File: src/core/ude_cfg.svh
// Offsets, field positions, codes and reset values of the DMA/EOT block
`ifndef UDE_CFG_SVH
`define UDE_CFG_SVH
// ----------------------------------------
// Bus map (byte addresses)
// ----------------------------------------
`define UDE_OFF_DATA     12'h000
`define UDE_OFF_CMD      12'h004
`define UDE_OFF_STAT     12'h008
`define UDE_RESP_OKAY    2'h0
`define UDE_RESP_SLVERR  2'h2
`define UDE_RESP_DECERR  2'h3
// ----------------------------------------
// Command codes
// ----------------------------------------
`define UDE_CMD_EPCFG_WR 4'h2
`define UDE_CMD_EPCFG_RD 4'h3
`define UDE_CMD_HW_WR    8'hba
`define UDE_CMD_HW_RD    8'hbb
`define UDE_CMD_DCFG_WR  8'hf0
`define UDE_CMD_DCFG_RD  8'hf1
`define UDE_CMD_CNT_WR   8'hf2
`define UDE_CMD_CNT_RD   8'hf3
`define UDE_CMD_RESET    8'hf6
// ----------------------------------------
// Field positions
// ----------------------------------------
`define UDE_HW_ACKO      0
`define UDE_DC_RUN       0
`define UDE_DC_CNTR      1
`define UDE_DC_SHORT     2
`define UDE_DC_BURST_LSB 3
`define UDE_DC_BURST_MSB 5
`define UDE_DC_EP_LSB    8
`define UDE_DC_EP_MSB    11
`define UDE_EP_DIR       0
`define UDE_EP_ISO       1
`define UDE_ST_DONE      0
`define UDE_ST_CAUSE_LSB 1
`define UDE_ST_CNT_LSB   16
// ----------------------------------------
// Reset values
// ----------------------------------------
`define UDE_RST_HW       16'h0000
`define UDE_RST_DCFG     16'h0000
`define UDE_RST_CNT      16'h0000
`define UDE_RST_EP       8'h00
`define UDE_RST_CMD      8'h00
`endif

File: src/core/ude_pkg.sv
// Types shared by the DMA/EOT block
package ude_pkg;
  // DMA pins from the external controller
  typedef struct packed {
    logic        ack;
    logic        rd;
    logic        wr;
    logic        eot;
    logic [15:0] wdata;
  } ude_dma_in_t;
  // Endpoint buffer status toward the block
  typedef struct packed {
    logic        rd_avail;
    logic [15:0] rd_data;
    logic        wr_space;
    logic        short_rx;
    logic        eop;
  } ude_fifo_in_t;
  // Endpoint buffer commands from the block
  typedef struct packed {
    logic        pop;
    logic        push;
    logic [15:0] wdata;
    logic        discard;
    logic        validate;
    logic [15:0] pkt_len;
  } ude_fifo_out_t;
  // Decoded bus target
  typedef enum logic [1:0] {
    UDE_SEL_DATA, UDE_SEL_CMD, UDE_SEL_STAT, UDE_SEL_BAD
  } ude_sel_t;
endpackage

File: src/core/ude_dma_eot.sv
// DMA handshake, end-of-transfer control and command/data register access
// Function
// ack-only select bit picks ack-only mode
// ack-only mode: acknowledge is strobe, ignore rd/wr
// bulk transfer ends on external end input
// OUT end input discards current buffer only
// IN end input validates buffer for next token
// 16-bit byte count, used only when enabled
// run enable rise loads internal counter
// counter done raises end, stops DMA
// short packet enable lets data set size
// OUT short packet: move bytes then stop
// IN short mode: counter zero mid-buffer ends
// software clear of run stops, no event
// isochronous endpoint also ends on USB EOP
// software picks recommended iso end sources
// command phase low byte, no-data commands immediate
// data phase moves data, low word first
// upper byte ignored in command; word access only
// packet length kept; odd length tracked
// endpoint config commands 22-2F write, 32-3F read; code also takes 20-21 write, 30-31 read
// acknowledge selects endpoint from DMA index
// direction from selected endpoint direction bit
// request drops per word or after burst; burst count clears while ack is low, so longer bursts need ack held
// request stays low after end until re-enable
`timescale 1ns/1ns
`include "ude_cfg.svh"
module ude_dma_eot #(
  parameter int BURST_MAX = 8
) (
  // Clock and reset
  input  wire logic                   clk_sys,
  input  wire logic                   rstn,
  // AXI4-Lite write address and data
  input  wire logic                   s_axi_awvalid,
  output      logic                   s_axi_awready,
  input  wire logic [11:0]            s_axi_awaddr,
  input  wire logic                   s_axi_wvalid,
  output      logic                   s_axi_wready,
  input  wire logic [31:0]            s_axi_wdata,
  input  wire logic [3:0]             s_axi_wstrb,
  // AXI4-Lite write response
  output      logic                   s_axi_bvalid,
  input  wire logic                   s_axi_bready,
  output      logic [1:0]             s_axi_bresp,
  // AXI4-Lite read
  input  wire logic                   s_axi_arvalid,
  output      logic                   s_axi_arready,
  input  wire logic [11:0]            s_axi_araddr,
  output      logic                   s_axi_rvalid,
  input  wire logic                   s_axi_rready,
  output      logic [31:0]            s_axi_rdata,
  output      logic [1:0]             s_axi_rresp,
  // DMA controller pins
  input  wire ude_pkg::ude_dma_in_t   dma_i,
  output      logic                   dev_dma_request,
  output      logic [15:0]            dma_rdata,
  output      logic [3:0]             dma_endpoint_sel,
  output      logic                   dma_eot_event,
  // Endpoint buffers
  input  wire ude_pkg::ude_fifo_in_t  fifo_i,
  output      ude_pkg::ude_fifo_out_t fifo_o
);

  // ----------------------------------------
  // Parameter check
  // ----------------------------------------
  if (BURST_MAX < 1 || BURST_MAX > 8)
  begin : g_chk
    $error("BURST_MAX must be 1 to 8");
  end

  // ----------------------------------------
  // State
  // ----------------------------------------
  typedef struct packed {
    logic                  awready;
    logic                  wready;
    logic                  aw_held;
    logic                  w_held;
    ude_pkg::ude_sel_t     wsel;
    logic [15:0]           wdata;
    logic [3:0]            wstrb;
    logic                  bvalid;
    logic [1:0]            bresp;
    logic                  arready;
    logic                  rvalid;
    logic [31:0]           rdata;
    logic [1:0]            rresp;
    logic [7:0]            cmd;
    logic [15:0]           hw_config_reg;
    logic [15:0]           dma_config_reg;
    logic [15:0]           dma_byte_count_reg;
    logic [15:0][7:0]      endpoint_config_reg;
    logic [15:0]           cnt;
    logic [15:0]           in_len;
    logic                  done;
    logic [3:0]            cause;
    logic                  short_pend;
    logic                  strb_prev;
    logic                  hold;
    logic [2:0]            burst_cnt;
    logic                  req;
    logic [15:0]           dma_rdata;
    logic [3:0]            ep_sel;
    logic                  eot_ev;
    ude_pkg::ude_fifo_out_t fo;
  } ude_state_t;

  ude_state_t st_q;
  ude_state_t st_d;

  // Byte address to register target
  function automatic ude_pkg::ude_sel_t dec(
    input logic [11:0] a
  );
    unique case (a)
      `UDE_OFF_DATA: dec = ude_pkg::UDE_SEL_DATA;
      `UDE_OFF_CMD:  dec = ude_pkg::UDE_SEL_CMD;
      `UDE_OFF_STAT: dec = ude_pkg::UDE_SEL_STAT;
      default:       dec = ude_pkg::UDE_SEL_BAD;
    endcase
  endfunction

  // ----------------------------------------
  // Next state
  // ----------------------------------------
  logic        acko;
  logic        dir_in;
  logic        iso;
  logic        active;
  logic        strobe;
  logic        xfer;
  logic [15:0] step;
  logic [15:0] cnt_nx;
  logic [2:0]  bwords;
  logic        have;
  logic        e_ext;
  logic        e_cnt;
  logic        e_short;
  logic        e_eop;
  logic        run_rise;
  logic [15:0] rd_word;

  always_comb
  begin
    st_d            = st_q;
    st_d.eot_ev     = 1'b0;
    st_d.fo.pop     = 1'b0;
    st_d.fo.push    = 1'b0;
    st_d.fo.discard = 1'b0;
    st_d.fo.validate = 1'b0;
    run_rise        = 1'b0;
    rd_word         = 16'h0000;

    // Capture address and data separately, either order
    if (s_axi_awvalid && st_q.awready)
    begin
      st_d.aw_held = 1'b1;
      st_d.wsel    = dec(s_axi_awaddr);
    end
    if (s_axi_wvalid && st_q.wready)
    begin
      st_d.w_held = 1'b1;
      st_d.wdata  = s_axi_wdata[15:0];
      st_d.wstrb  = s_axi_wstrb;
    end

    // Perform write once both halves are held
    if (st_q.aw_held && st_q.w_held && !st_q.bvalid)
    begin
      st_d.aw_held = 1'b0;
      st_d.w_held  = 1'b0;
      st_d.bvalid  = 1'b1;
      st_d.bresp   = `UDE_RESP_OKAY;
      unique case (st_q.wsel)
        ude_pkg::UDE_SEL_CMD:
        begin
          if (!st_q.wstrb[0])
            st_d.bresp = `UDE_RESP_SLVERR;
          else
          begin
            st_d.cmd = st_q.wdata[7:0];
            if (st_q.wdata[7:0] == `UDE_CMD_RESET)
            begin
              // No data phase: acts at once
              st_d.hw_config_reg       = `UDE_RST_HW;
              st_d.dma_config_reg      = `UDE_RST_DCFG;
              st_d.dma_byte_count_reg  = `UDE_RST_CNT;
              st_d.endpoint_config_reg = {16{`UDE_RST_EP}};
            end
          end
        end
        ude_pkg::UDE_SEL_DATA:
        begin
          // Strobes missing either low byte are refused
          if (st_q.wstrb[1:0] != 2'h3)
            st_d.bresp = `UDE_RESP_SLVERR;
          else if (st_q.cmd[7:4] == `UDE_CMD_EPCFG_WR)
            st_d.endpoint_config_reg[st_q.cmd[3:0]] = st_q.wdata[7:0];
          else if (st_q.cmd == `UDE_CMD_HW_WR)
            st_d.hw_config_reg = st_q.wdata;
          else if (st_q.cmd == `UDE_CMD_CNT_WR)
            st_d.dma_byte_count_reg = st_q.wdata;
          else if (st_q.cmd == `UDE_CMD_DCFG_WR)
          begin
            st_d.dma_config_reg = st_q.wdata;
            run_rise = st_q.wdata[`UDE_DC_RUN] & ~st_q.dma_config_reg[`UDE_DC_RUN];
          end
        end
        ude_pkg::UDE_SEL_STAT:
          st_d.bresp = `UDE_RESP_SLVERR;
        default:
          st_d.bresp = `UDE_RESP_DECERR;
      endcase
    end
    if (st_q.bvalid && s_axi_bready)
      st_d.bvalid = 1'b0;

    // Read: answer one cycle after the address is taken
    if (s_axi_arvalid && st_q.arready)
    begin
      st_d.rvalid = 1'b1;
      st_d.rresp  = `UDE_RESP_OKAY;
      if (st_q.cmd[7:4] == `UDE_CMD_EPCFG_RD)
        rd_word = {8'h00, st_q.endpoint_config_reg[st_q.cmd[3:0]]};
      else if (st_q.cmd == `UDE_CMD_HW_RD)
        rd_word = st_q.hw_config_reg;
      else if (st_q.cmd == `UDE_CMD_DCFG_RD)
        rd_word = st_q.dma_config_reg;
      else if (st_q.cmd == `UDE_CMD_CNT_RD)
        rd_word = st_q.dma_byte_count_reg;
      unique case (dec(s_axi_araddr))
        ude_pkg::UDE_SEL_DATA: st_d.rdata = {16'h0000, rd_word};
        ude_pkg::UDE_SEL_CMD:  st_d.rdata = {24'h000000, st_q.cmd};
        ude_pkg::UDE_SEL_STAT:
          st_d.rdata = {st_q.cnt, 11'h000, st_q.cause, st_q.done};
        default:
        begin
          st_d.rdata = 32'h0000_0000;
          st_d.rresp = `UDE_RESP_DECERR;
        end
      endcase
    end
    else if (st_q.rvalid && s_axi_rready)
      st_d.rvalid = 1'b0;

    // Handshake readies follow the held state
    st_d.awready = ~st_d.aw_held & ~st_d.bvalid;
    st_d.wready  = ~st_d.w_held & ~st_d.bvalid;
    st_d.arready = ~st_d.rvalid;

    // Run enable rise restarts the transfer
    if (run_rise)
    begin
      st_d.cnt        = st_q.dma_byte_count_reg;
      st_d.in_len     = 16'h0000;
      st_d.done       = 1'b0;
      st_d.cause      = 4'h0;
      st_d.short_pend = 1'b0;
    end

    // Mode and endpoint decode
    acko   = st_q.hw_config_reg[`UDE_HW_ACKO];
    st_d.ep_sel = dma_i.ack ?
      st_q.dma_config_reg[`UDE_DC_EP_MSB:`UDE_DC_EP_LSB] : st_q.ep_sel;
    dir_in = st_q.endpoint_config_reg[st_d.ep_sel][`UDE_EP_DIR];
    iso    = st_q.endpoint_config_reg[st_d.ep_sel][`UDE_EP_ISO];
    active = st_q.dma_config_reg[`UDE_DC_RUN] & ~st_q.done;

    // Strobe: ack alone, or rd/wr qualified by ack
    strobe = acko ? dma_i.ack : (dma_i.ack & (dir_in ? dma_i.wr : dma_i.rd));
    st_d.strb_prev = strobe;
    xfer   = strobe & ~st_q.strb_prev & active & ~run_rise;

    // One word moves per strobe edge
    step   = (st_q.cnt == 16'h0001) ? 16'h0001 : 16'h0002;
    cnt_nx = st_q.cnt - step;
    if (xfer)
    begin
      st_d.cnt    = cnt_nx;
      st_d.in_len = st_q.in_len + step;
      st_d.burst_cnt = st_q.burst_cnt + 3'h1;
      if (dir_in)
      begin
        st_d.fo.push  = 1'b1;
        st_d.fo.wdata = dma_i.wdata;
      end
      else
      begin
        st_d.fo.pop   = 1'b1;
        st_d.dma_rdata = fifo_i.rd_data;
      end
    end

    // Request drops per word with burst field 0, else at burst end only if ack stays high across the burst
    bwords = st_q.dma_config_reg[`UDE_DC_BURST_MSB:`UDE_DC_BURST_LSB];
    if (bwords > 3'(BURST_MAX - 1))
      bwords = 3'(BURST_MAX - 1);
    if (!dma_i.ack)
    begin
      st_d.hold      = 1'b0;
      st_d.burst_cnt = 3'h0;
    end
    else if (xfer && st_q.burst_cnt == bwords)
      st_d.hold = 1'b1;

    // Short packet seen on an OUT endpoint
    if (fifo_i.short_rx && active && !dir_in &&
        st_q.dma_config_reg[`UDE_DC_SHORT])
      st_d.short_pend = 1'b1;

    // End-of-transfer sources
    e_ext   = active & dma_i.eot;
    e_cnt   = xfer & st_q.dma_config_reg[`UDE_DC_CNTR] & (cnt_nx == 16'h0000);
    e_short = active & st_q.dma_config_reg[`UDE_DC_SHORT] &
              (dir_in ? (xfer & (cnt_nx == 16'h0000))
                      : (st_q.short_pend & ~fifo_i.rd_avail & ~xfer));
    e_eop   = active & iso & fifo_i.eop;

    // A same-cycle restart wins: every end source needs active, still low then
    if (e_ext || e_cnt || e_short || e_eop)
    begin
      st_d.done       = 1'b1;
      st_d.cause      = {e_eop, e_short, e_cnt, e_ext};
      st_d.short_pend = 1'b0;
      st_d.eot_ev     = 1'b1;
      st_d.fo.discard = e_ext & ~dir_in;
      if (dir_in)
      begin
        st_d.fo.validate = 1'b1;
        st_d.fo.pkt_len  = st_d.in_len;
        st_d.in_len      = 16'h0000;
      end
    end

    // Request only while data or room is there
    have     = dir_in ? fifo_i.wr_space : fifo_i.rd_avail;
    st_d.req = st_d.dma_config_reg[`UDE_DC_RUN] & ~st_d.done &
               have & ~st_d.hold & ~st_d.eot_ev;
  end

  // ----------------------------------------
  // Registers
  // ----------------------------------------
  // Synchronous reset clears all control state
  always_ff @(posedge clk_sys)
  begin
    if (!rstn)
    begin
      st_q                     <= '0;
      st_q.hw_config_reg       <= `UDE_RST_HW;
      st_q.dma_config_reg      <= `UDE_RST_DCFG;
      st_q.dma_byte_count_reg  <= `UDE_RST_CNT;
      st_q.endpoint_config_reg <= {16{`UDE_RST_EP}};
      st_q.cmd                 <= `UDE_RST_CMD;
    end
    else
      st_q <= st_d;
  end

  // ----------------------------------------
  // Outputs, all straight from flops
  // ----------------------------------------
  assign s_axi_awready    = st_q.awready;
  assign s_axi_wready     = st_q.wready;
  assign s_axi_bvalid     = st_q.bvalid;
  assign s_axi_bresp      = st_q.bresp;
  assign s_axi_arready    = st_q.arready;
  assign s_axi_rvalid     = st_q.rvalid;
  assign s_axi_rdata      = st_q.rdata;
  assign s_axi_rresp      = st_q.rresp;
  assign dev_dma_request  = st_q.req;
  assign dma_rdata        = st_q.dma_rdata;
  assign dma_endpoint_sel = st_q.ep_sel;
  assign dma_eot_event    = st_q.eot_ev;
  assign fifo_o           = st_q.fo;

endmodule // ude_dma_eot

File: config.mk
export PLATFORM = sky130hd
export DESIGN_NAME = ude_dma_eot
export DESIGN_NICKNAME = d
export VERILOG_FILES = /design/src/core/ude_pkg.sv /design/src/core/ude_dma_eot.sv
export VERILOG_INCLUDE_DIRS = /design/src /design/src/core
export SDC_FILE = /design/constraint.sdc
export NUM_CORES = 1
export LEC_CHECK = 0
export BUFFER_PORTS_ARGS = -buffer_cell sky130_fd_sc_hd__buf_2
export CAP_MARGIN = 20
export CELL_PAD_IN_SITES_DETAIL_PLACEMENT = 1
export CELL_PAD_IN_SITES_GLOBAL_PLACEMENT = 1
export CORE_ASPECT_RATIO = 1.4
export CORE_MARGIN = 2
export CORE_UTILIZATION = 44
export DETAILED_ROUTE_END_ITERATION = 12
export GPL_ROUTABILITY_DRIVEN = 0
export PLACE_DENSITY_LB_ADDON = 0.08
export SLEW_MARGIN = 30
export SYNTH_ARGS = -nofsm -noshare
export SYNTH_HDL_FRONTEND = slang
export SYNTH_SLANG_ARGS = --single-unit
export TNS_END_PERCENT = 10
File: constraint.sdc
create_clock -name clk_sys -period 5.5 [get_ports clk_sys]
set_input_delay 0 -clock clk_sys [delete_from_list [all_inputs] [get_ports clk_sys]]
set_output_delay 0 -clock clk_sys [all_outputs]
set_load 0.05 [all_outputs]
# After elaboration in Yosys (flattened, before gate mapping)
# Cells that the tools add are included.
[totals]
ff_bits = 348
in_bits = 107
[op_classes]
n_mux = 63
n_lt_le_gt_ge = 4
n_eq_ne = 30
n_bitwise = 38
reduce_logical = 39
add_sub_neg = 3
[op_table]
columns = ["operator", "n"]
rows = [
  ["$mux W176", 3],
  ["$pmux W176 S2", 1],
  ["$mux W145", 1],
  ["$mux W16", 9],
  ["$bwmux W128", 1],
  ["$mux W128", 1],
  ["$pmux W32 S3", 1],
  ["$bmux W8 S4", 2],
  ["$mux W32", 2],
  ["$eq A8 B8 Y1 const B", 7],
  ["$mux W48", 1],
  ["$mux W38", 1],
  ["$mux W17", 2],
  ["$demux W8 S4", 1],
  ["$eq A12 B3 Y1 const B", 2],
  ["$eq A12 B4 Y1 const B", 2],
  ["$logic_not A12 Y1", 2],
  ["$and A1 B1 Y1", 23],
  ["$mux W22", 1],
  ["$ne A2 B2 Y1 const B", 11],
  ["$mux W1", 21],
  ["$pmux W2 S3", 3],
  ["$add A16 B2 Y16", 1],
  ["$eq A16 B1 Y1 const B", 1],
  ["28 further kinds", 77],
]

# Logic depth before layout (Yosys ltp)
[depth]
ltp_word = 23
depth_mapped = 20
ltp_nobuf = 16

# Worst setup path after synthesis
# No wires, ideal clock.
[synth_timing]
kind = "reg2reg"
start = "reg st_q[91] (netlist bit)"
end = "reg st_q, in the netlist fifo_o[10]"
t_arrival_ps = 4354
t_required_ps = 5432
path_buffers = 3
setup_slack_ps = 1078
setup_ps = 68
stages_incl_launch_ff = 20
synth_period_minus_slack_ps = 4422
cell_sequence = "dfxtp_1 > clkbuf_1 > nor3_1 > nand2_1 > or4_1 > nor2_1 > nand4_1 > inv_1 > ha_1 > fa_1 > clkbuf_1 > nor3b_1 > nand4_1 > xnor2_1 > a211oi_1 > o2111ai_1 > o31ai_4 > nand3_4 > buf_6 > o2bb2ai_2"
[synth_via]
elab_chain_len = 10
word_cells_on_any_way = 14
classes_between = "add/sub (2); eq/ne (1); mux (3); bitwise (3); reduce/logical (5)"
[synth_rtl]
columns = ["item", "line_no", "rtl"]
rows = [
  ["from (decl)", "ude_dma_eot.sv:110", "ude_state_t st_q;"],
  ["from (signal assigned)", "ude_dma_eot.sv:359", "st_q <= st_d;"],
  ["$eq A16 B1 Y1", "ude_dma_eot.sv:277", "step = (st_q.cnt == 16'h0001) ? 16'h0001 : 16'h0002;"],
  ["$mux W2", "ude_dma_eot.sv:277", ""],
  ["$sub A16 B2 Y16", "ude_dma_eot.sv:278", "cnt_nx = st_q.cnt - step;"],
  ["$logic_not A16 Y1", "ude_dma_eot.sv:315, ude_dma_eot.sv:317", ""],
  ["$and A1 B1 Y1", "ude_dma_eot.sv:317", "(dir_in ? (xfer & (cnt_nx == 16'h0000))"],
  ["$mux W1", "ude_dma_eot.sv:317", ""],
  ["$and A1 B1 Y1", "ude_dma_eot.sv:316", "e_short = active & st_q.dma_config_reg[`UDE_DC_SHORT] &"],
  ["$logic_or A1 B1 Y1 (2 in series)", "ude_dma_eot.sv:322", "if (e_ext || e_cnt || e_short || e_eop)"],
  ["$reduce_and A2 Y1 (no line)", "-", ""],
]
# Parallel ways exist; a longest one is shown, timed or not.
# A chain may end at the register's enable or synchronous reset.

# Final worst setup path
[layout_timing]
start = "reg st_q[94] (netlist bit)"
end = "reg st_q, in the netlist fifo_o[0]"
# Same word-level chain as after synthesis.

==> reports/results.txt <==
WS Path Type = reg -> reg
Top cell type's share of synthesized area = 44.1%
Metal2 WL = 27.6 mm
Mean Syn Cell Area = 8.53 um2
Worst-case reg-to-reg path depth = 16
Max Slew Vio Count = 0
Largest net degree at the start of global routing = 129
Top Layer Used = met4
Count leader, synth = nand2_1
Fill cells = 4200
Register area = 6950 um2
Total congestion overflow = 0
Layout cells sized above 1 = 18.2%
Util after Layout = 51.4%
Synth Flop Type = dfxtp_1
Min cycle time layout = 4970 ps
Setup violators final = 0
Multi-input gate area = 7540 um2
Crit-path max cell delay = 480 ps
Hold path depth = 4
Clock H-tree levels = 2
Total die area = 37400 um2
CP Capture Type = flop
Drt drc = 0
RSZ-0062 raised after global routing = no
Synth area leaders = dfxtp_1 44%, nand2_1 10%, a21oi_1 7.8%, mux4_2 6.0%, buf_4 4.4%
Slew headroom = 37.4%
Synth Register Bits = 347
Area leader, netlist = dfxtp_1
R2R Path End = fifo_o[0]$_SDFFE_PN0P_
Root Buffer = clkbuf_16
Ys async rst share = 0%
Final Hold Viols = 0
HP Class = in -> reg
Reg clk slew, reported paths = 60 ps
Final worst-path cycle share = 90.3%
Clock Sinks = 347
IO Count = 206
Crit path required time = 5960 ps
Post-Route Setup TNS = 0 ps
N_diodes = 0
Max Clock Freq = 201 MHz
Initial antenna violation count = 0
Clk buf depth = 3
Worst Hold Slack = 29.3 ps
Met3 WL = 1.56 mm
Layout Skew = 13.2 ps
Number of cell rows = 82
Die span in x = 164 um
Mapped Area = 15800 um2
Post-synth cell types = 73
Nets = 2062
EDFF count, synth = 0
Wl on met1 = 20.1 mm
Clock Latency Late Sink = 540 ps
Antenna violation net count after detailed routing = 0
Leak Pwr = 6.69 nW
Post CTS Setup Buffer Count = 0
Crit start category = flop
Drt pass-1 iters = 5
Initial Util = 44.4%
WHS Endpoint = s_axi_rdata[0]$_SDFFE_PN0P_
Worst r2r src = st_q[94]$_SDFFE_PN0P_
Syn_nets = 1960
Vias in the first global route = 14572
Worst min-delay path startpoint = s_axi_araddr[8]
HPWL Detailed = 34.6 mm
Final WL = 51.3 mm
R2r setup slk = 530 ps
CTS Buf Count = 37
Ys Warns = 0
Area growth syn-to-layout = 15.9%
Cells after Synth = 1846
CP max-delay cell = or4_1
Commonest cells in the netlist = 425 x nand2_1, 347 x dfxtp_1, 247 x a21oi_1, 151 x nor2_1, 110 x clkbuf_1
Routed wire length per instance = 21.1 um
PD cells = 295 nW/um2
Number of port buffers = 187
First-pass GRT wire length = 81.2 mm
Crit Path Max Fanout = 17
Drt via density = 5.66
Worst ir drop on vdd = 0.000231 V
Die Height = 228 um
TritonCTS clock tree = built
CP cell instances = nor3_1 -> nand2_1 -> or4_1 -> nor2_1 -> nand4_1 -> inv_1 -> ha_1 -> fa_1 -> nor3b_1 -> nand4_1 -> xnor2_1 -> a211oi_1 -> o2111ai_1 -> o31ai_4 -> nand3_4 -> o2bb2ai_1
Total core area = 35500 um2
Worst Tran Pin Value = 931 ps
1st-iter DRT viols = 844
Max-cap violations = 0
Seq/Total Area, Yosys = 44.1%
Vias after detailed routing = 13785
Status = complete, no violations
All-Layer GR Usage = 27.5%
Most frequent CP cell = nand4_1
CP Data Arrival Time = 5430 ps
## timing repair
| item | CTS | global route |
|---|---|---|
| hold buffers | 69 | 0 |
| hold endpoints to repair | 73 | 0 |
| setup endpoints to repair | 0 | 3 |
| gates resized for setup | 0 | 1 |
## logic make-up after synthesis
group           after synthesis  synth area share (%)
compound gates              393                  15.5
xor+xnor                     21                  1.17
fa+ha+maj                     7                 0.651
buf+inv                     237                  8.13
flops                       347                  44.1
mux                          78                  9.18
simple gates                763                  21.3
## critical path: cells and delay by family, from the launching register on
family	cells	cell delay, ps
DFF	1	390
xor gates and xnor gates	1	190
and+or+nand+nor	8	2240
buffers and inverters	1	220
AOI/OAI and AO/OA	4	1230
adders and majority gates	2	590
## final cells by class
| cell class | instances | share of cell area (%) |
|---|---|---|
| repair buffers | 287 | 10.3 |
| well taps | 462 | 3.17 |
| inverters | 13 | 0.281 |
| flip-flops and latches | 347 | 38.1 |
| multi-input cells | 1262 | 41.3 |
| clock inverters | 13 | 1.08 |
| clock buffers | 50 | 5.79 |
## flip-flops by register name, indices dropped and copies added, names as in the netlist
signal,cells
acko,1
dev_dma_request,1
dma_endpoint_sel,4
dma_eot_event,1
dma_rdata,16
fifo_o,36
s_axi_arready,1
s_axi_awready,1
s_axi_bresp,2
s_axi_bvalid,1
s_axi_rdata,32
s_axi_rresp,1
s_axi_rvalid,1
s_axi_wready,1
st_q,248
## stage by stage
step                      setup slack, ps  cell area, um2  power, mW  instances
after floorplan                      1080           15800       2.69       1846
after global placement                623           16300       2.77       2302
after detailed placement              497           16300       2.77       2302
after CTS                             447           18200       5.42       2434
after global routing                 78.5           18300       5.56       2434
final                                 534           18300       5.38       2434
## worst max path at each step
stage                          start                      end  slack [ps]  depth (start not counted)
2_1_floorplan  st_q[91]$_SDFFE_PN0P_  fifo_o[10]$_SDFFE_PN0P_        1080                         19
3_3_place_gp   st_q[94]$_SDFFE_PN0P_  fifo_o[13]$_SDFFE_PN0P_         620                         17
3_5_place_dp   st_q[94]$_SDFFE_PN0P_  fifo_o[11]$_SDFFE_PN0P_         500                         17
4_1_cts        st_q[94]$_SDFFE_PN0P_  fifo_o[10]$_SDFFE_PN0P_         450                         17
5_1_grt        st_q[94]$_SDFFE_PN0P_      st_q[79]$_SDFF_PN0_          80                         16
6_report       st_q[94]$_SDFFE_PN0P_   fifo_o[0]$_SDFFE_PN0P_         530                         16
## cells in the final DEF, fill, tap and decap left out, drive strengths merged, types with 4 or more instances in the layout
cell type	n
nand4b	5
nor4	12
clkbuf	50
ha	5
o31ai	4
nor2	151
and3	10
o2bb2ai	16
a21oi	247
nand2	425
or3	7
buf	218
o21a	9
bufinv	5
a2bb2oi	6
mux2i	29
and2	12
nand3b	5
clkinv	7
nand4	17
nand3	43
mux4	48
dlygate4sd3	69
dfxtp	347
inv	14
a222oi	11
nand2b	10
xor2	8
nor2b	17
or2	11
o211ai	4
xnor2	13
a22oi	41
a311oi	6
and4	5
nor3	22
a31oi	5
o21ai	19
## power by group
group          internal, mW  leakage, nW  switching, mW
logic                0.0816         3.27          0.137
registers              2.53         2.80         0.0130
clock network          1.58        0.620           1.04
total                  4.19         6.69           1.19
## routing by layer
| layer | vias to the layer above | track usage (%) |
|---|---|---|
| met5 | - | 0 |
| met4 | 0 | 11.0 |
| met3 | 108 | 3.07 |
| met2 | 298 | 51.6 |
| met1 | 6875 | 31.2 |
| li1 | 6504 | - |
Note: power is estimated with default switching activity, not from simulation.
